==> config.mk <==
export PLATFORM = sky130hd
export DESIGN_NAME = dsw_drive_status_word
export DESIGN_NICKNAME = d
export VERILOG_FILES = /design/src/dsw_drive_status_word.v /design/src/dsw_sync.v
export VERILOG_INCLUDE_DIRS = /design/src
export SDC_FILE = /design/constraint.sdc
export NUM_CORES = 1
export LEC_CHECK = 0
export ABC_AREA = 1
export BUFFER_PORTS_ARGS = -buffer_cell sky130_fd_sc_hd__buf_4
export CORE_MARGIN = 2
export CORE_UTILIZATION = 35
export CTS_CLUSTER_SIZE = 25
export DETAILED_ROUTE_END_ITERATION = 16
export PLACE_DENSITY = 0.61
export SETUP_SLACK_MARGIN = 0.05
export SYNTH_ARGS = -nofsm -noshare
export SYNTH_HDL_FRONTEND = slang
export SYNTH_SLANG_ARGS = --single-unit
==> constraint.sdc <==
create_clock -name clock -period 1.64 [get_ports clock]
set_input_delay 0.082 -clock clock [delete_from_list [all_inputs] [get_ports clock]]
set_output_delay 0.082 -clock clock [all_outputs]
set_load 0.01 [all_outputs]
==> src/dsw_defines.vh <==
// Constants of the drive status word block
`ifndef DSW_DEFINES_VH
`define DSW_DEFINES_VH

// Register offsets (word index on the plain port)
`define DSW_OFF_FLAGS      4'h0
`define DSW_OFF_STATE      4'h1
`define DSW_OFF_LOW_SPEED  4'h2
`define DSW_OFF_HIGH_SPEED 4'h3
`define DSW_OFF_TOLERANCE  4'h4
`define DSW_OFF_PROFILE    4'h5
`define DSW_OFF_IRQ_STAT   4'h6
`define DSW_OFF_IRQ_MASK   4'h7

// Status word bit positions
`define DSW_B_READY        0
`define DSW_B_SWITCHED     1
`define DSW_B_OPENABLED    2
`define DSW_B_FAULT        3
`define DSW_B_MAINS        4
`define DSW_B_QSTOP        5
`define DSW_B_SODISABLED   6
`define DSW_B_ALARM        7
`define DSW_B_REMOTE       9
`define DSW_B_REACHED      10
`define DSW_B_LIMIT        11
`define DSW_B_STOPKEY      14
`define DSW_B_REVERSE      15

// Interrupt event bit positions
`define DSW_E_FAULT        0
`define DSW_E_ALARM        1
`define DSW_E_STOPKEY      2
`define DSW_E_REACHED      3
`define DSW_E_LIMIT        4
`define DSW_E_STATE        5
`define DSW_EVENTS         6

// Reset values
`define DSW_RST_LOW_SPEED  16'h0000
`define DSW_RST_HIGH_SPEED 16'hffff
`define DSW_RST_TOLERANCE  16'h0000
`define DSW_RST_WORD       16'h0000

`endif

==> src/dsw_drive_status_word.v <==
// Drive status word: power state machine, flags, register port, interrupt
//
// The implementer's own choices: strobed register access and the placing of the registers.
`timescale 1ns/1ns
`include "dsw_defines.vh"
module dsw_drive_status_word
#(
    parameter SPEED_W = 16
)
(
    // Clock and reset
    input  wire               clock,
    input  wire               rst_n,
    // Drive pins, asynchronous
    input  wire               faultIn,
    input  wire               alarmIn,
    input  wire               mainsPresent,
    input  wire               stopKeyIn,
    input  wire               reverseIn,
    input  wire               networkCmd,
    // Control commands, same clock, one-cycle pulses
    input  wire               cmdShutdown,
    input  wire               cmdSwitchOn,
    input  wire               cmdEnableOp,
    input  wire               cmdDisableOp,
    input  wire               cmdDisableVoltage,
    input  wire               cmdQuickStop,
    input  wire               cmdFaultReset,
    // Speed values, same clock
    input  wire [SPEED_W-1:0] speedRef,
    input  wire [SPEED_W-1:0] speedActual,
    // Register port
    input  wire [3:0]         regAddr,
    input  wire [15:0]        regWrData,
    input  wire               regWr,
    input  wire               regRd,
    output reg  [15:0]        regRdData,
    // Status out
    output reg  [15:0]        driveStateFlags,
    output reg                irq
);

////////////////////////////////////////////////////////////////////////////////
// Power states
localparam [2:0] ST_NOT_READY   = 3'h0;
localparam [2:0] ST_SO_DISABLED = 3'h1;
localparam [2:0] ST_READY       = 3'h2;
localparam [2:0] ST_SWITCHED_ON = 3'h3;
localparam [2:0] ST_OP_ENABLED  = 3'h4;
localparam [2:0] ST_QUICK_STOP  = 3'h5;
localparam [2:0] ST_FAULT_REACT = 3'h6;
localparam [2:0] ST_FAULT       = 3'h7;

wire [5:0] pinSync;
wire       faultS;
wire       alarmS;
wire       mainsS;
wire       stopKeyS;
wire       reverseS;
wire       networkS;

reg  [2:0]         state_reg;
reg  [2:0]         state_next;
reg  [SPEED_W-1:0] lowSpeed_reg;
reg  [SPEED_W-1:0] highSpeed_reg;
reg  [SPEED_W-1:0] tolerance_reg;
reg                ioProfile_reg;
reg  [`DSW_EVENTS-1:0] irqStat_reg;
reg  [`DSW_EVENTS-1:0] irqMask_reg;
reg  [`DSW_EVENTS-1:0] irqStat_next;
reg  [15:0]        word_next;
reg  [15:0]        prevWord_reg;
reg  [SPEED_W-1:0] speedError;
wire               refReached;
wire               refOutside;
wire [`DSW_EVENTS-1:0] events;

////////////////////////////////////////////////////////////////////////////////
// Pin synchronisation
dsw_sync
#(
    .WIDTH (6)
)
u_pinSync
(
    .clock   (clock),
    .rst_n   (rst_n),
    .asyncIn ({networkCmd, reverseIn, stopKeyIn, mainsPresent, alarmIn,
               faultIn}),
    .syncOut (pinSync)
);

assign faultS   = pinSync[0];
assign alarmS   = pinSync[1];
assign mainsS   = pinSync[2];
assign stopKeyS = pinSync[3];
assign reverseS = pinSync[4];
assign networkS = pinSync[5];

////////////////////////////////////////////////////////////////////////////////
// Power state machine
always @*
begin
    state_next = state_reg;
    case (state_reg)
        ST_NOT_READY:
            state_next = ST_SO_DISABLED;
        ST_SO_DISABLED:
            if (cmdShutdown && mainsS)
                state_next = ST_READY;
        ST_READY:
            if (cmdDisableVoltage || cmdQuickStop)
                state_next = ST_SO_DISABLED;
            else if (cmdSwitchOn)
                state_next = ST_SWITCHED_ON;
        ST_SWITCHED_ON:
            if (cmdDisableVoltage || cmdQuickStop)
                state_next = ST_SO_DISABLED;
            else if (cmdShutdown)
                state_next = ST_READY;
            else if (cmdEnableOp && mainsS)
                state_next = ST_OP_ENABLED;
        ST_OP_ENABLED:
            if (cmdDisableVoltage)
                state_next = ST_SO_DISABLED;
            else if (cmdQuickStop)
                state_next = ST_QUICK_STOP;
            else if (cmdShutdown)
                state_next = ST_READY;
            else if (cmdDisableOp)
                state_next = ST_SWITCHED_ON;
        ST_QUICK_STOP:
            // Holds until the motor has come to rest or voltage is disabled
            if (cmdDisableVoltage || speedActual == {SPEED_W{1'b0}})
                state_next = ST_SO_DISABLED;
        ST_FAULT_REACT:
            state_next = ST_FAULT;
        ST_FAULT:
            // A reset request while the fault persists is ignored
            if (cmdFaultReset && !faultS)
                state_next = ST_SO_DISABLED;
        default:
            state_next = ST_NOT_READY;
    endcase
    // Fault overrides every state except the fault pair itself
    if (faultS && state_reg != ST_FAULT && state_reg != ST_FAULT_REACT)
        state_next = ST_FAULT_REACT;
end

////////////////////////////////////////////////////////////////////////////////
// Reference comparisons
always @*
begin
    if (speedActual >= speedRef)
        speedError = speedActual - speedRef;
    else
        speedError = speedRef - speedActual;
end

assign refReached = (speedError <= tolerance_reg);
assign refOutside = (speedRef < lowSpeed_reg) || (speedRef > highSpeed_reg);

////////////////////////////////////////////////////////////////////////////////
// Status word assembly; one value serves both profiles
// profile independent
always @*
begin
    word_next = `DSW_RST_WORD;
    case (state_next)
        ST_SO_DISABLED:
            word_next[`DSW_B_SODISABLED] = 1'b1;
        ST_READY:
        begin
            word_next[`DSW_B_READY] = 1'b1;
            word_next[`DSW_B_QSTOP] = 1'b1;
        end
        ST_SWITCHED_ON:
        begin
            // ready bit, the same in both profiles
            word_next[`DSW_B_READY]    = 1'b1;
            word_next[`DSW_B_SWITCHED] = 1'b1;
            word_next[`DSW_B_QSTOP]    = 1'b1;
        end
        ST_OP_ENABLED:
        begin
            word_next[`DSW_B_READY]     = 1'b1;
            word_next[`DSW_B_SWITCHED]  = 1'b1;
            word_next[`DSW_B_OPENABLED] = 1'b1;
            word_next[`DSW_B_QSTOP]     = 1'b1;
        end
        ST_QUICK_STOP:
        begin
            // quick stop reads low while active
            word_next[`DSW_B_READY]     = 1'b1;
            word_next[`DSW_B_SWITCHED]  = 1'b1;
            word_next[`DSW_B_OPENABLED] = 1'b1;
        end
        ST_FAULT_REACT:
        begin
            word_next[`DSW_B_READY]     = 1'b1;
            word_next[`DSW_B_SWITCHED]  = 1'b1;
            word_next[`DSW_B_OPENABLED] = 1'b1;
        end
        default:
            word_next[`DSW_B_READY] = 1'b0;
    endcase
    word_next[`DSW_B_FAULT]   = (state_next == ST_FAULT) ||
                                (state_next == ST_FAULT_REACT);
    word_next[`DSW_B_MAINS]   = mainsS;
    word_next[`DSW_B_ALARM]   = alarmS;
    // same bit in the simple profile
    word_next[`DSW_B_REMOTE]  = networkS;
    word_next[`DSW_B_REACHED] = refReached;
    word_next[`DSW_B_LIMIT]   = refOutside;
    // stop key, bits 12 and 13 stay zero
    word_next[`DSW_B_STOPKEY] = stopKeyS;
    word_next[`DSW_B_REVERSE] = reverseS;
end

////////////////////////////////////////////////////////////////////////////////
// Interrupt events: rising edges of selected flags, any state change
assign events[`DSW_E_FAULT]   = word_next[`DSW_B_FAULT] &
                                ~prevWord_reg[`DSW_B_FAULT];
assign events[`DSW_E_ALARM]   = word_next[`DSW_B_ALARM] &
                                ~prevWord_reg[`DSW_B_ALARM];
assign events[`DSW_E_STOPKEY] = word_next[`DSW_B_STOPKEY] &
                                ~prevWord_reg[`DSW_B_STOPKEY];
assign events[`DSW_E_REACHED] = word_next[`DSW_B_REACHED] &
                                ~prevWord_reg[`DSW_B_REACHED];
assign events[`DSW_E_LIMIT]   = word_next[`DSW_B_LIMIT] &
                                ~prevWord_reg[`DSW_B_LIMIT];
assign events[`DSW_E_STATE]   = (state_next != state_reg);

always @*
begin
    irqStat_next = irqStat_reg;
    if (regWr && regAddr == `DSW_OFF_IRQ_STAT)
        irqStat_next = irqStat_reg & ~regWrData[`DSW_EVENTS-1:0];
    // A new event wins over a clear in the same cycle
    irqStat_next = irqStat_next | events;
end

////////////////////////////////////////////////////////////////////////////////
// State and status registers
always @(posedge clock or negedge rst_n)
begin
    if (!rst_n)
    begin
        state_reg       <= ST_NOT_READY;
        driveStateFlags <= `DSW_RST_WORD;
        prevWord_reg    <= `DSW_RST_WORD;
        irqStat_reg     <= {`DSW_EVENTS{1'b0}};
        irq             <= 1'b0;
    end
    else
    begin
        state_reg       <= state_next;
        // refreshed every cycle from live state
        driveStateFlags <= word_next;
        prevWord_reg    <= word_next;
        irqStat_reg     <= irqStat_next;
        irq             <= |(irqStat_next & irqMask_reg);
    end
end

////////////////////////////////////////////////////////////////////////////////
// Register writes; the status word and state code have no write path
// writes ignored
always @(posedge clock or negedge rst_n)
begin
    if (!rst_n)
    begin
        lowSpeed_reg  <= `DSW_RST_LOW_SPEED;
        highSpeed_reg <= `DSW_RST_HIGH_SPEED;
        tolerance_reg <= `DSW_RST_TOLERANCE;
        ioProfile_reg <= 1'b0;
        irqMask_reg   <= {`DSW_EVENTS{1'b0}};
    end
    else if (regWr)
    begin
        case (regAddr)
            `DSW_OFF_LOW_SPEED:
                lowSpeed_reg  <= regWrData[SPEED_W-1:0];
            `DSW_OFF_HIGH_SPEED:
                highSpeed_reg <= regWrData[SPEED_W-1:0];
            `DSW_OFF_TOLERANCE:
                tolerance_reg <= regWrData[SPEED_W-1:0];
            `DSW_OFF_PROFILE:
                ioProfile_reg <= regWrData[0];
            `DSW_OFF_IRQ_MASK:
                irqMask_reg   <= regWrData[`DSW_EVENTS-1:0];
            default:
                ioProfile_reg <= ioProfile_reg;
        endcase
    end
end

////////////////////////////////////////////////////////////////////////////////
// Register reads: data valid the cycle after the strobe only
// Profile select only labels the word for readers; it never alters it
always @(posedge clock or negedge rst_n)
begin
    if (!rst_n)
        regRdData <= 16'h0000;
    else if (regRd)
    begin
        case (regAddr)
            `DSW_OFF_FLAGS:
                regRdData <= driveStateFlags;
            `DSW_OFF_STATE:
                regRdData <= {13'h0000, state_reg};
            `DSW_OFF_LOW_SPEED:
                regRdData <= lowSpeed_reg;
            `DSW_OFF_HIGH_SPEED:
                regRdData <= highSpeed_reg;
            `DSW_OFF_TOLERANCE:
                regRdData <= tolerance_reg;
            `DSW_OFF_PROFILE:
                regRdData <= {15'h0000, ioProfile_reg};
            `DSW_OFF_IRQ_STAT:
                regRdData <= {10'h000, irqStat_reg};
            `DSW_OFF_IRQ_MASK:
                regRdData <= {10'h000, irqMask_reg};
            default:
                regRdData <= 16'h0000;
        endcase
    end
    else
        regRdData <= 16'h0000;
end

endmodule // dsw_drive_status_word

==> src/dsw_sync.v <==
// Two-flop synchroniser for a group of asynchronous levels
`timescale 1ns/1ns
module dsw_sync
#(
    parameter WIDTH = 1
)
(
    // Clock and reset
    input  wire             clock,
    input  wire             rst_n,
    // Levels
    input  wire [WIDTH-1:0] asyncIn,
    output reg  [WIDTH-1:0] syncOut
);

reg [WIDTH-1:0] stage1Reg;

always @(posedge clock or negedge rst_n)
begin
    if (!rst_n)
    begin
        stage1Reg <= {WIDTH{1'b0}};
        syncOut   <= {WIDTH{1'b0}};
    end
    else
    begin
        stage1Reg <= asyncIn;
        syncOut   <= stage1Reg;
    end
end

endmodule // dsw_sync

# Yosys cells after proc, flatten, opt, wreduce, memory -nomap -nowiden
# Cells that the tools add are included.
[word_totals]
register_bits = 106
out_inout_bits = 33
elab_cells = 103
[op_classes]
n_addsub = 2
n_lt_le_gt_ge = 4
eq_ne = 24
n_mux = 23
bitwise_logic = 14
n_reduce_logical = 24
[op_table]
columns = ["op", "count"]
rows = [
  ["$pmux W16 S8", 1],
  ["$mux W3", 13],
  ["$mux W16", 2],
  ["$sub A16 B16 Y16", 2],
  ["$eq A3 B3 Y1 const B", 8],
  ["$pmux W3 S8", 1],
  ["$eq A4 B3 Y1 const B", 4],
  ["$ge A16 B16 Y1", 1],
  ["$gt A16 B16 Y1", 1],
  ["$le A16 B16 Y1", 1],
  ["$logic_not A16 Y1", 1],
  ["$lt A16 B16 Y1", 1],
  ["$and A6 B6 Y6", 2],
  ["$eq A3 B2 Y1 const B", 4],
  ["$reduce_and A2 Y1", 5],
  ["$eq A4 B2 Y1 const B", 2],
  ["$eq A3 B1 Y1 const B", 2],
  ["$logic_and A1 B1 Y1", 6],
  ["$mux W6", 1],
  ["$ne A3 B3 Y1 const B", 2],
  ["$not A6 Y6", 1],
  ["$or A6 B6 Y6", 1],
  ["$reduce_or A3 Y1", 2],
  ["$reduce_or A6 Y1", 1],
  ["11 further kinds", 26],
]

# Longest topological paths before layout
# Gate-level depths: netlist (run 1).
[logic_depth]
word_depth = 12
mapped_depth = 32
depth_no_buf = 31

# Hierarchy
# Synthesis (run 1) repeated with hierarchy kept, for this count alone.
[hier_totals]
cells_unflattened = 982
hier_area_um2 = 7289.5
[by_module_without_submodules]
columns = ["mod", "n_inst", "cells_each", "area_each_um2", "seq_area_each_um2"]
rows = [
  ["dsw_drive_status_word", 1, 970, 6989.2, 2372.3],
  ["dsw_sync", 1, 12, 300.3, 300.3],
]

# Worst setup path before layout (run 1)
# OpenSTA, ideal clock, no wires.
[synth_timing]
kind = "input-to-reg"
start = "in speedActual[0]"
end = "reg irq"
setup_time_ps = 117
arrival_time_ps = 2640
required_ps = 1523
slack_ps = -1118
stages = 30
path_buffers = 2
path_cell_list = "inv_1 ha_1 inv_1 fa_1 nand2_1 nand2_1 inv_2 o21ai_2 nand2_1 nand3_2 buf_6 buf_12 nand2_1 nand3b_1 nand2_1 inv_1 ha_1 nand2_1 nor2_1 nand4_1 inv_1 nand2_1 nand2_1 nand2_1 nand2_1 nand2_1 nand2_1 nand2_1 nor2_1 nand2_1"
[synth_lines]
columns = ["item", "line", "text"]
rows = [
  ["start, declared", "dsw_drive_status_word.v:31", "input wire [SPEED_W-1:0] speedActual,"],
  ["$sub A16 B16 Y16, or another cell as far along", "dsw_drive_status_word.v:157", "speedError = speedRef - speedActual;"],
  ["$mux W16 *", "dsw_drive_status_word.v:154", "if (speedActual >= speedRef)"],
  ["$le A16 B16 Y1 *", "dsw_drive_status_word.v:160", "assign refReached = (speedError <= tolerance_reg);"],
  ["named net refReached", "dsw_drive_status_word.v:74", "wire refReached;"],
  ["$and A1 B1 Y1 *", "dsw_drive_status_word.v:228", "assign events[`DSW_E_REACHED] = word_next[`DSW_B_REACHED] &"],
  ["$or A6 B6 Y6 *", "dsw_drive_status_word.v:240", "irqStat_next = irqStat_next | events;"],
  ["named net irqStat_next[3]", "dsw_drive_status_word.v:70", "reg [`DSW_EVENTS-1:0] irqStat_next;"],
  ["$and A6 B6 Y6 *", "dsw_drive_status_word.v:262", "irq <= |(irqStat_next & irqMask_reg);"],
  ["$reduce_or A6 Y1 *", "dsw_drive_status_word.v:262", ""],
  ["end signal, assigned", "dsw_drive_status_word.v:262", ""],
  ["end, declared", "dsw_drive_status_word.v:40", "output reg irq"],
]
# Mark *: on every way through the listed nets, which the timed path passes. The rest lies on a longest branch.
# A chain may end at the register's enable or synchronous reset.

# Worst setup path after layout (run 1)
# Ends and elaborated chain as after synthesis.

==> results of run 1 <==
-- cell type report --
type	instances	share of cell area (%)
repair buffers	259	19.9
well taps	270	3.25
clock buffers	9	2.17
multi-input cells	655	41.2
clock inverters	7	1.07
flip-flops and latches	106	25.7
inverters	182	6.71
-- final timing paths --
| kind | start | to | depth (start not counted) |
|---|---|---|---|
| max | speedActual[0] | irq | 31 |
| min | regWrData[14] | highSpeed_reg[14] | 3 |
| max reg2reg | highSpeed_reg[13] | irq | 14 |
| min reg2reg | u_pinSync.syncOut[4] | prevWord_reg[15] | 0 |
| max in group asynchronous | rst_n | highSpeed_reg[15] | 3 |
| min in group asynchronous | rst_n | state_reg[1] | 2 |
-- metrics by stage --
stage	setup TNS, ps	cell area (um2)	std cells	utilization (%)
final	-2750	10400	1488	51.6
after global routing	-3730	10400	1488	51.6
after CTS	-2770	10000	1479	49.7
after detailed placement	-4210	9390	1448	46.5
after global placement	-3970	9390	1448	46.5
after floorplan	-2390	7360	963	-
-- kinds of logic (layout without fill, tap and decap cells) --
group | count (synthesis) | after routing | synth area share, %
AND/OR/NAND/NOR | 356 | 356 | 20.0
AO/OA/AOI/OAI | 204 | 204 | 15.9
buffers and inverters | 202 | 457 | 11.1
flip-flops | 106 | 106 | 37.2
adder cells (fa/ha/maj) | 80 | 80 | 14.2
XOR/XNOR | 12 | 12 | 1.46
other | 1 | 3 | 0.0522
-- layout by cell type, fill, tap and decap left out, types with 3 or more instances in the layout --
cell type / netlist / layout
buf_4: 4 / 234
nand2_1: 256 / 233
inv_1: 176 / 158
dfrtp_1: 90 / 89
o21ai_0: 98 / 87
ha_1: 78 / 53
a21oi_1: 58 / 50
nor2_1: 54 / 48
ha_4: 0 / 24
nand2_2: 5 / 23
inv_2: 5 / 21
dfstp_2: 16 / 16
a221oi_1: 15 / 15
nand4_1: 11 / 11
o22ai_1: 11 / 11
xor2_1: 10 / 10
dlygate4sd3_1: 0 / 10
o21ai_1: 3 / 9
clkbuf_16: 0 / 9
buf_6: 1 / 9
nand3_1: 14 / 8
a21oi_2: 0 / 7
o21ai_2: 3 / 7
nand3_2: 1 / 7
nor2_4: 1 / 5
o21bai_1: 6 / 5
nand2_4: 0 / 5
nor3_1: 9 / 5
buf_12: 1 / 5
nor2_2: 2 / 4
nor3_2: 1 / 3
conb_1: 1 / 3
-- per-layer routing --
metal  wire, um  GRT usage, %
met1      10800          30.2
met2      10900          35.0
met3       1140          1.83
met4        489          6.35
met5          0             0
-- critical path, delay by kind of cell --
| kind | cells | cell delay, ps |
|---|---|---|
| AO/OA/AOI/OAI | 1 | 60 |
| AND/OR/NAND/NOR | 18 | 1220 |
| XOR/XNOR | 1 | 150 |
| adder cells (fa/ha/maj) | 3 | 730 |
| buffers and inverters | 8 | 670 |
-- repair_timing --
item | 4_1_cts | 5_1_grt
pin swaps | 14 | 32
hold buffers | 10 | 0
hold endpoints to repair | 37 | 0
endpoints found under the setup margin | 9 | 10
resized for setup | 47 | 76
setup buffers | 6 | 11
-- power groups by stage --
stage / sequential, uW / combinational [uW] / clock (uW)
after floorplan: 3480 / 2120 / 0
after global placement: 3530 / 3850 / 0
after detailed placement: 3530 / 3910 / 0
after CTS: 3500 / 4130 / 2450
after global routing: 3570 / 5260 / 2570
final: 3520 / 4720 / 2410
==> results by group, run 1 <==
Power and ir drop
  – Total Power: 10,600 uW
  – Combinational Power Share: 44.3%
  – PD cells: 1020 mW/mm2
  – Flop pwr share: 33.1%
  – Clock power frac: 22.6%
  – Leak: 0.00537 uW
  – Sw frac: 36.8%
  – Int Power: 6720 uW
  – Max IR drop VDD: 569 uV
  – P_sw: 3920 uW

Cells and area
  – Layout area overhead: 44.9%
  – Fillers: 1,974
  – Sequential cell area: 0.00267 mm2
  – Layout cell share with drive strength beyond 1: 32.8%
  – Area occupied by multi-input gates: 0.00428 mm2
  – N_diodes: 0
  – Final-stage net count: 1,362

Detailed routing
  – DR iter-0 viols: 484
  – Routed WL: 23,400 um
  – Wire per inst: 15.7 um
  – Via/cell ratio: 4.85
  – DRT antenna net count: 0
  – Vias: 7,219
  – DR pass1 iterations: 5
  – Drt drc: 0

Setup path
  – Crit path top cell by count: nand2_1
  – Crit. End Element: flop
  – Slowest cell delay on critical path: 340 ps
  – WP data required: 1880 ps
  – Crit-path slowest cell: fa_2
  – Critical Path Source Type: input port
  – Crit Path Category: in2reg
  – CP Data Arrival Time: 2910 ps
  – R2R Setup Slk: -350 ps
  – Critical Path Fanout Max: 8

GRT
  – Initial antenna violation count: 0
  – Global route overflow: 0
  – Total track usage: 21.4%
  – Vias in the first global route: 7,035
  – First-pass GRT wire length: 36,400 um
  – Largest net degree at the start of global routing: 39

Place
  – DP HPWL: 18,200 um
  – GPL Wtd Cong: 0.923
  – Pre-CTS setup slack: -1550 ps
  – Port Buffer Count: 98

CTS
  – # H-tree levels: 3
  – Max Buffers Root-to-Sink: 2
  – Clock slew seen by the registers of the worst setup and hold paths: 80 ps
  – CTS Buf Count: 9
  – Root buf cell: clkbuf_16
  – CTS tree: done
  – Worst skew pair latency: 360 ps
  – Clock sinks: 106

Synthesis
  – Part of the Yosys area used for sequential elements: 37.2%
  – Top FF cell, synth: dfrtp_1
  – Seq cells post-synth: 106
  – Largest area contributor in the netlist: dfrtp_1
  – Netlist Area Pre-Place: 0.00718 mm2
  – Ys async rst share: 100%
  – Cell variety after synth: 42
  – Yosys top cell area share: 31.4%
  – Most frequent cells after synthesis: nand2_1 (256), inv_1 (176), o21ai_0 (98), dfrtp_1 (90), ha_1 (78)
  – Count leader, synth: nand2_1
  – Syn avg cell area: 7.47 um2
  – Synth top area cells: dfrtp_1 (31%), ha_1 (14%), nand2_1 (13%)
  – Post-synth EDFFs: 0
  – Synth warn: 0
  – Syn Inst Count: 961

STA
  – Achievable frequency: 375 MHz
  – Min cycle time layout: 2670 ps
  – Fin. max-slew vios: 0
  – Worst-margin pin slew: 642 ps
  – Hold Violations, Final: 0
  – Slew headroom: 57.2%
  – Final period utilization: 163%
  – RSZ-0062 raised after global routing: yes
  – Setup slack after layout: -1030 ps
  – Finish-stage setup viols: 5
  – Hold Slack: 2.72 ps
  – Setup Skew: 11.4 ps

Worst hold path
  – Min-Delay Path Class: in2reg

Flow run
  – Max Cap Viol: 0

Floorplan
  – Ports: 102
  – Initial Util: 35.6%
  – Core area: 0.0202 mm2
  – Die area: 0.0217 mm2
  – Die W: 147 um
  – Chip height: 147 um
  – FP Rows: 52

Outcome
  – Failing checks: negative setup slack
  – Status: finished, violations left
Note: power is estimated with default switching activity, not from simulation.
==> run 2, diff against run 1 <==
- RECOVER_POWER: not set -> 25
==> run 2 against run 1 <==
Against the previous run:
- the flow still finishes with violations (negative setup slack)
- wire length about the same
- cell count did not move
- sequential power about the same
- global-route usage stayed put
- setup slack improved by 3.9 ps
- first-iteration DRC count is 6.8% lower
- die area did not move
- clock skew up 0.81 ps
- largest cell class unchanged
==> results by group, run 2 (synthesis results as in run 1) <==
Detailed routing
  – Drt drc: 0 (unchanged)
  – Vias: 7,202 (was 7,219)
  – DRT antenna net count: 0 (unchanged)
  – Met2 wire length: 11,000 um (was 10,900 um)
  – DR WL met3: 1130 um (was 1140 um)
  – DR iter-0 viols: 451 (was 484)
  – DR pass1 iterations: 5 (unchanged)
  – Routed WL: 23,400 um (about the same)
  – Via/cell ratio: 4.84 (was 4.85)
  – Wire per inst: 15.7 um (about the same)
  – Wl on met1: 10,800 um (about the same)
  – Max layer used: met4 (unchanged)

Floorplan
  – Die W: 147 um (unchanged)
  – FP Rows: 52 (unchanged)
  – Chip height: 147 um (unchanged)
  – Die area: 0.0217 mm2 (unchanged)
  – Ports: 102 (unchanged)
  – Core area: 0.0202 mm2 (unchanged)
  – Initial Util: 35.6% (unchanged)

Setup path
  – Critical Path Fanout Max: 8 (unchanged)
  – Crit Path Category: in2reg (unchanged)
  – Reg2reg path depth: 14 (unchanged)
  – Crit-path slowest cell: fa_2 (unchanged)
  – CP Data Arrival Time: 2900 ps (was 2910 ps)
  – Critical R2R Launch: highSpeed_reg[13] (unchanged)
  – Slowest cell delay on critical path: 340 ps (about the same)
  – CP delay by family, top: simple AND/OR/NAND/NOR gates (unchanged)
  – WP buf/inv: 8 (unchanged)
  – Critical Path Source Type: input port (unchanged)
  – Crit path top cell by count: nand2_1 (unchanged)
  – Crit. End Element: flop (unchanged)
  – WP data required: 1880 ps (about the same)
  – Crit Reg-Reg Endpoint: irq (unchanged)
  – R2R Setup Slk: -340 ps (was -350 ps)

CTS
  – CTS tree: done (unchanged)
  – Clock slew seen by the registers of the worst setup and hold paths: 70 ps (was 80 ps)
  – Root buf cell: clkbuf_16 (unchanged)
  – Worst skew pair latency: 360 ps (about the same)
  – CTS Buf Count: 9 (unchanged)
  – Clock sinks: 106 (unchanged)
  – # H-tree levels: 3 (unchanged)
  – Max Buffers Root-to-Sink: 2 (unchanged)

Worst hold path
  – Min-Delay Path Class: in2reg (unchanged)
  – Hold EP: highSpeed_reg[14] (unchanged)
  – Hold wc startpoint: regWrData[14] (unchanged)
  – Hold Crit Depth: 3 (unchanged)

Place
  – Pre-CTS setup slack: -1550 ps (unchanged)
  – DP HPWL: 18,200 um (unchanged)
  – GPL Wtd Cong: 0.923 (unchanged)
  – Port Buffer Count: 98 (unchanged)

STA
  – Finish-stage setup viols: 5 (unchanged)
  – Setup slack after layout: -1020 ps (was -1030 ps)
  – Achievable frequency: 375 MHz (about the same)
  – Hold Violations, Final: 0 (unchanged)
  – Fin. max-slew vios: 0 (unchanged)
  – Final period utilization: 162% (was 163%)
  – Setup Skew: 12.2 ps (was 11.4 ps)
  – Min cycle time layout: 2660 ps (was 2670 ps)
  – Setup_tns: -2760 ps (was -2750 ps)
  – RSZ-0062 raised after global routing: yes (unchanged)
  – Worst-margin pin slew: 877 ps (was 642 ps)
  – Slew headroom: 41.6% (was 57.2%)

Flow run
  – Max Cap Viol: 0 (unchanged)

Cells and area
  – Final-stage net count: 1,362 (unchanged)
  – N_diodes: 0 (unchanged)
  – Fillers: 1,982 (was 1,974)
  – Most frequent cells in the layout: nand2_1 (233), buf_4 (223), inv_1 (158), dfrtp_1 (89), o21ai_0 (87) (was buf_4 (234), nand2_1 (233), inv_1 (158), dfrtp_1 (89), o21ai_0 (87))
  – Layout cell share with drive strength beyond 1: 32.5% (was 32.8%)
  – Commonest non-fill, non-tap cell in the layout: nand2_1 (was buf_4)
  – Layout area overhead: 44.5% (was 44.9%)
  – Finished Core Util: 51.4% (was 51.6%)

Power and ir drop
  – PD cells: 1020 mW/mm2 (about the same)
  – Leak: 0.00535 uW (was 0.00537 uW)
  – Total Power: 10,600 uW (about the same)
  – Max IR drop VDD: 563 uV (was 569 uV)

GRT
  – Largest net degree at the start of global routing: 39 (unchanged)
  – First-pass GRT wire length: 36,400 um (unchanged)
  – Initial antenna violation count: 0 (unchanged)
  – Vias in the first global route: 7,035 (unchanged)
  – Total track usage: 21.4% (unchanged)
  – Global route overflow: 0 (unchanged)

Outcome
  – Status: finished, violations left (unchanged)
  – Failing checks: negative setup slack (unchanged)
==> run 2: changes by cell type in the layout (fill, tap and decap cells not counted), sizes merged <==
| cell | previous run | this run |
|---|---|---|
| buf | 249 | 237 |
| clkbuf | 9 | 21 |
==> run 2: worst max-delay path by stage <==
stage / start / slack (ps) / depth (start not counted) / end
6_report: speedActual[0] / -1020 / 31 / irq
5_1_grt: speedActual[0] / -1280 / 31 / irq
3_5_place_dp: speedActual[0] / -1550 / 30 / irq
2_1_floorplan: speedActual[0] / -970 / 30 / irq
3_3_place_gp: speedRef[0] / -1460 / 29 / irq
4_1_cts: speedActual[0] / -1010 / 33 / irq
==> run 2: stage by stage <==
stage	cell area, um2	hold slack, ps	instances
global placement	9390	65.5	1448
floorplan	7360	-214	963
detailed placement	9390	66.5	1448
global route	10400	27.6	1488
CTS	10000	9.42	1479
finish	10400	9.52	1488
==> run 2: final cells by class <==
| type | count | area, um2 | share of cell area (%) |
|---|---|---|---|
| multi-input combinational | 655 | 4280 | 41.3 |
| inverter | 182 | 698 | 6.73 |
| sequential | 106 | 2670 | 25.8 |
| clock buffer | 9 | 225 | 2.17 |
| tap | 270 | 338 | 3.26 |
| timing repair buffer | 259 | 2050 | 19.7 |
| clock inverter | 7 | 111 | 1.07 |
==> run 2: tightest hold or removal path, cell delays in order <==
cell	delay, ps
buf_4	110
inv_1	80
o21ai_0	90
==> run 2: repair_timing <==
| item | in CTS | in global routing |
|---|---|---|
| endpoints found under the hold margin | 37 | 0 |
| pin swaps | 14 | 32 |
| hold buffers | 10 | 0 |
| buffers inserted | 6 | 11 |
| endpoints found under the setup margin | 9 | 10 |
| gates resized for setup | 47 | 76 |
==> run 2: report_power, final <==
| part | internal (uW) | switching, uW | leakage [uW] |
|---|---|---|---|
| Sequential | 3140 | 372 | 0.00127 |
| Combinational | 2200 | 2500 | 0.00392 |
| Clock | 1370 | 1030 | 0.000163 |
==> run 2: layer usage <==
metal	track usage (%)	vias to the layer above
met5	0	-
li1	-	3589
met1	30.2	3375
met3	1.83	29
met2	35.0	209
met4	6.35	0
==> run 3, diff against run 2 <==
- ABC_AREA: 1 -> 0
==> run 3 against run 2 <==
Against the previous run:
- the run still ends with negative setup slack left
- power increased by 7.6%
- core utilization grew 3.2 points
- via count decreased by 4.8%
- clock-buffer cell count grew 1
- global-route usage is 0.057 points higher
- combinational power grew 23%
- setup slack lost 510 ps
- sequential power rose by 1%
- worst hold slack improved by 5.4 ps
- die area up 1.4%
- register-to-register slack got worse by 420 ps
- fmax shrank 16%
==> results by group, run 3 <==
Setup path
  – Reg2reg path depth: 9 (was 14)
  – Crit Path Category: in2reg (unchanged)
  – R2R Setup Slk: -760 ps (was -340 ps)
  – Critical Path Source Type: input port (unchanged)
  – Critical Path, Cell by Cell: buf_4 > inv_1 > ha_4 > buf_4 > or4_1 > o21ai_0 > a21oi_1 > a311oi_1 > mux2i_1 > xor2_1 > ha_1 > nand4_1 > or2_4 > o22a_1 > o311a_1 > o211ai_1 > nand4_1
  – Critical Path Fanout Max: 3 (was 8)
  – Crit-path slowest cell: or4_1 (was fa_2)
  – WP buf/inv: 3 (was 8)
  – Critical R2R Launch: highSpeed_reg[11] (was highSpeed_reg[13])
  – Slowest cell delay on critical path: 470 ps (was 340 ps)
  – WP data required: 1850 ps (was 1880 ps)
  – CP Data Arrival Time: 3380 ps (was 2900 ps)
  – CP delay by family, top: compound AO/OA/AOI/OAI gates (was simple AND/OR/NAND/NOR gates)
  – Crit Reg-Reg Endpoint: irqStat_reg[4] (was irq)
  – Crit. End Element: flop (unchanged)

GRT
  – Largest net degree at the start of global routing: 38 (was 39)
  – Vias in the first global route: 7,101 (was 7,035)
  – First-pass GRT wire length: 37,000 um (was 36,400 um)
  – Initial antenna violation count: 0 (unchanged)
  – Total track usage: 21.4% (about the same)
  – Global route overflow: 0 (unchanged)

Synthesis
  – Netlist Area Pre-Place: 0.00728 mm2 (was 0.00718 mm2)
  – Seq cells post-synth: 106 (unchanged)
  – Count leader, synth: inv_1 (was nand2_1)
  – Synth top area cells: dfrtp_1 (31%), ha_1 (13%), mux2_2 (8.7%) (was dfrtp_1 (31%), ha_1 (14%), nand2_1 (13%))
  – Largest area contributor in the netlist: dfrtp_1 (unchanged)
  – Synth warn: 0 (unchanged)
  – Most frequent cells after synthesis: inv_1 (93), dfrtp_1 (90), ha_1 (78), mux2_2 (56), nand2_1 (44) (was nand2_1 (256), inv_1 (176), o21ai_0 (98), dfrtp_1 (90), ha_1 (78))
  – Top FF cell, synth: dfrtp_1 (unchanged)
  – Post-synth EDFFs: 0 (unchanged)
  – Part of the Yosys area used for sequential elements: 36.7% (was 37.2%)
  – Cell variety after synth: 75 (was 42)
  – Syn avg cell area: 9.71 um2 (was 7.47 um2)
  – Syn Inst Count: 750 (was 961)
  – Yosys top cell area share: 30.9% (was 31.4%)
  – Ys async rst share: 100% (unchanged)

Detailed routing
  – Wl on met1: 10,800 um (about the same)
  – Max layer used: met4 (unchanged)
  – DR pass1 iterations: 4 (was 5)
  – DRT antenna net count: 0 (unchanged)
  – Drt drc: 0 (unchanged)
  – Via/cell ratio: 5.02 (was 4.84)
  – DR WL met3: 965 um (was 1130 um)
  – Routed WL: 23,200 um (was 23,400 um)
  – Wire per inst: 17.0 um (was 15.7 um)
  – Met2 wire length: 11,100 um (was 11,000 um)
  – Vias: 6,853 (was 7,202)
  – DR iter-0 viols: 491 (was 451)

STA
  – Hold Violations, Final: 0 (unchanged)
  – Setup Skew: 7.56 ps (was 12.2 ps)
  – Slew headroom: 35.1% (was 41.6%)
  – Finish-stage setup viols: 16 (was 5)
  – Final period utilization: 194% (was 162%)
  – Achievable frequency: 315 MHz (was 375 MHz)
  – Worst-margin pin slew: 974 ps (was 877 ps)
  – RSZ-0062 raised after global routing: yes (unchanged)
  – Setup slack after layout: -1540 ps (was -1020 ps)
  – Setup_tns: -7710 ps (was -2760 ps)
  – Min cycle time layout: 3180 ps (was 2660 ps)
  – Fin. max-slew vios: 0 (unchanged)

Cells and area
  – Commonest non-fill, non-tap cell in the layout: buf_4 (was nand2_1)
  – Final cell count without fillers: 1,364 (was 1,488)
  – N_diodes: 0 (unchanged)
  – Final-stage net count: 1,238 (was 1,362)
  – Most frequent cells in the layout: buf_4 (314), dfrtp_1 (90), inv_1 (78), ha_1 (63), mux2_2 (56) (was nand2_1 (233), buf_4 (223), inv_1 (158), dfrtp_1 (89), o21ai_0 (87))
  – Finished Core Util: 54.6% (was 51.4%)
  – Layout cell share with drive strength beyond 1: 47.7% (was 32.5%)
  – Layout area overhead: 52.1% (was 44.5%)

Worst hold path
  – Hold EP: highSpeed_reg[7] (was highSpeed_reg[14])
  – Hold Crit Depth: 2 (was 3)
  – Hold wc startpoint: regWrData[7] (was regWrData[14])
  – Min-Delay Path Class: in2reg (unchanged)

CTS
  – Root buf cell: clkbuf_16 (unchanged)
  – Max Buffers Root-to-Sink: 2 (unchanged)
  – CTS tree: done (unchanged)
  – CTS Buf Count: 9 (unchanged)
  – Clock sinks: 106 (unchanged)
  – Clock slew seen by the registers of the worst setup and hold paths: 70 ps (about the same)
  – # H-tree levels: 3 (unchanged)
  – Worst skew pair latency: 350 ps (was 360 ps)

Place
  – Port Buffer Count: 98 (unchanged)
  – DP HPWL: 18,100 um (was 18,200 um)
  – Placed cells: 1,312 (was 1,448)
  – Pre-CTS setup slack: -2040 ps (was -1550 ps)
  – GPL Wtd Cong: 0.859 (was 0.923)

Power and ir drop
  – Leak: 0.00547 uW (was 0.00535 uW)
  – PD cells: 1030 mW/mm2 (was 1020 mW/mm2)
  – Total Power: 11,400 uW (was 10,600 uW)
  – Max IR drop VDD: 663 uV (was 563 uV)

Flow run
  – Max Cap Viol: 0 (unchanged)

Floorplan
  – Chip height: 148 um (was 147 um)
  – Initial Util: 35.9% (was 35.6%)
  – FP Rows: 52 (unchanged)
  – Ports: 102 (unchanged)
  – Core area: 0.0203 mm2 (was 0.0202 mm2)
  – Die area: 0.0220 mm2 (was 0.0217 mm2)
  – Die W: 148 um (was 147 um)

Outcome
  – Status: finished, violations left (unchanged)
  – Failing checks: negative setup slack (unchanged)
## run 3: repair_timing
action | 4_1_cts | 5_1_grt
endpoints found under the setup margin | 15 | 17
resized for setup | 73 | 26
setup buffers | 16 | 9
hold buffers | 16 | 0
gates cloned | 1 | 0
endpoints found under the hold margin | 59 | 0
pin swaps | 41 | 32
## run 3: kinds of logic (layout without fill, tap and decap cells)
kind of cell / after synthesis / in the layout / share of synthesized area, %
DFF: 106 / 106 / 36.7
xor gates and xnor gates: 16 / 16 / 2.03
AOI/OAI and AO/OA: 183 / 183 / 17.6
muxes: 69 / 69 / 10.4
buffers and inverters: 129 / 471 / 7.52
and+or+nand+nor: 166 / 166 / 11.7
other: 1 / 3 / 0.0515
adders and majority gates: 80 / 80 / 13.9
## run 3: power by group
group / internal, uW / switching (uW) / leakage [uW]
clock: 1090 / 1010 / 0.000137
combinational: 3210 / 2560 / 0.00408
sequential: 3180 / 382 / 0.00126
total: 7480 / 3940 / 0.00547
## run 3: per-layer routing
metal	up-vias	track usage [%]
li1	3350	-
met1	3288	29.4
met2	179	36.1
met3	36	2.55
met4	0	5.38
met5	-	0
## run 3: cell type report
type | count | area (um2)
well taps | 270 | 338
multi-input cells | 517 | 4560
fillers | 1834 | 9220
inverters | 93 | 364
repair buffers | 362 | 2860
flip-flops and latches | 106 | 2670
clock buffers | 10 | 239
clock inverters | 6 | 48.8
## run 3: worst max-delay path by stage
stage | from | to | slack, ps | cells past startpoint
after floorplan | speedActual[0] | irq | -1590 | 20
after global placement | speedRef[0] | irq | -1920 | 19
after detailed placement | speedActual[0] | irq | -2040 | 20
after CTS | speedActual[0] | irq | -1550 | 20
after global routing | speedRef[6] | irq | -1710 | 18
final | speedRef[6] | irq | -1540 | 17
## run 3: metrics by stage
stage / area [um2] / hold WS (ps)
2_1_floorplan: 7430 / -214
3_3_place_gp: 10000 / 88.4
3_5_place_dp: 10000 / 88.4
4_1_cts: 10900 / 4.96
5_1_grt: 11100 / 15.3
6_report: 11100 / 15.0
## run 3: worst reg2reg max path, cell delays in order, from the launching register on
cell     delay (ps)
dfstp_2         540
inv_2            50
ha_4            260
and3_4          180
nand4_1         180
buf_4           190
nor3_2          180
a31oi_2          70
or4_4           450
a21o_1          190
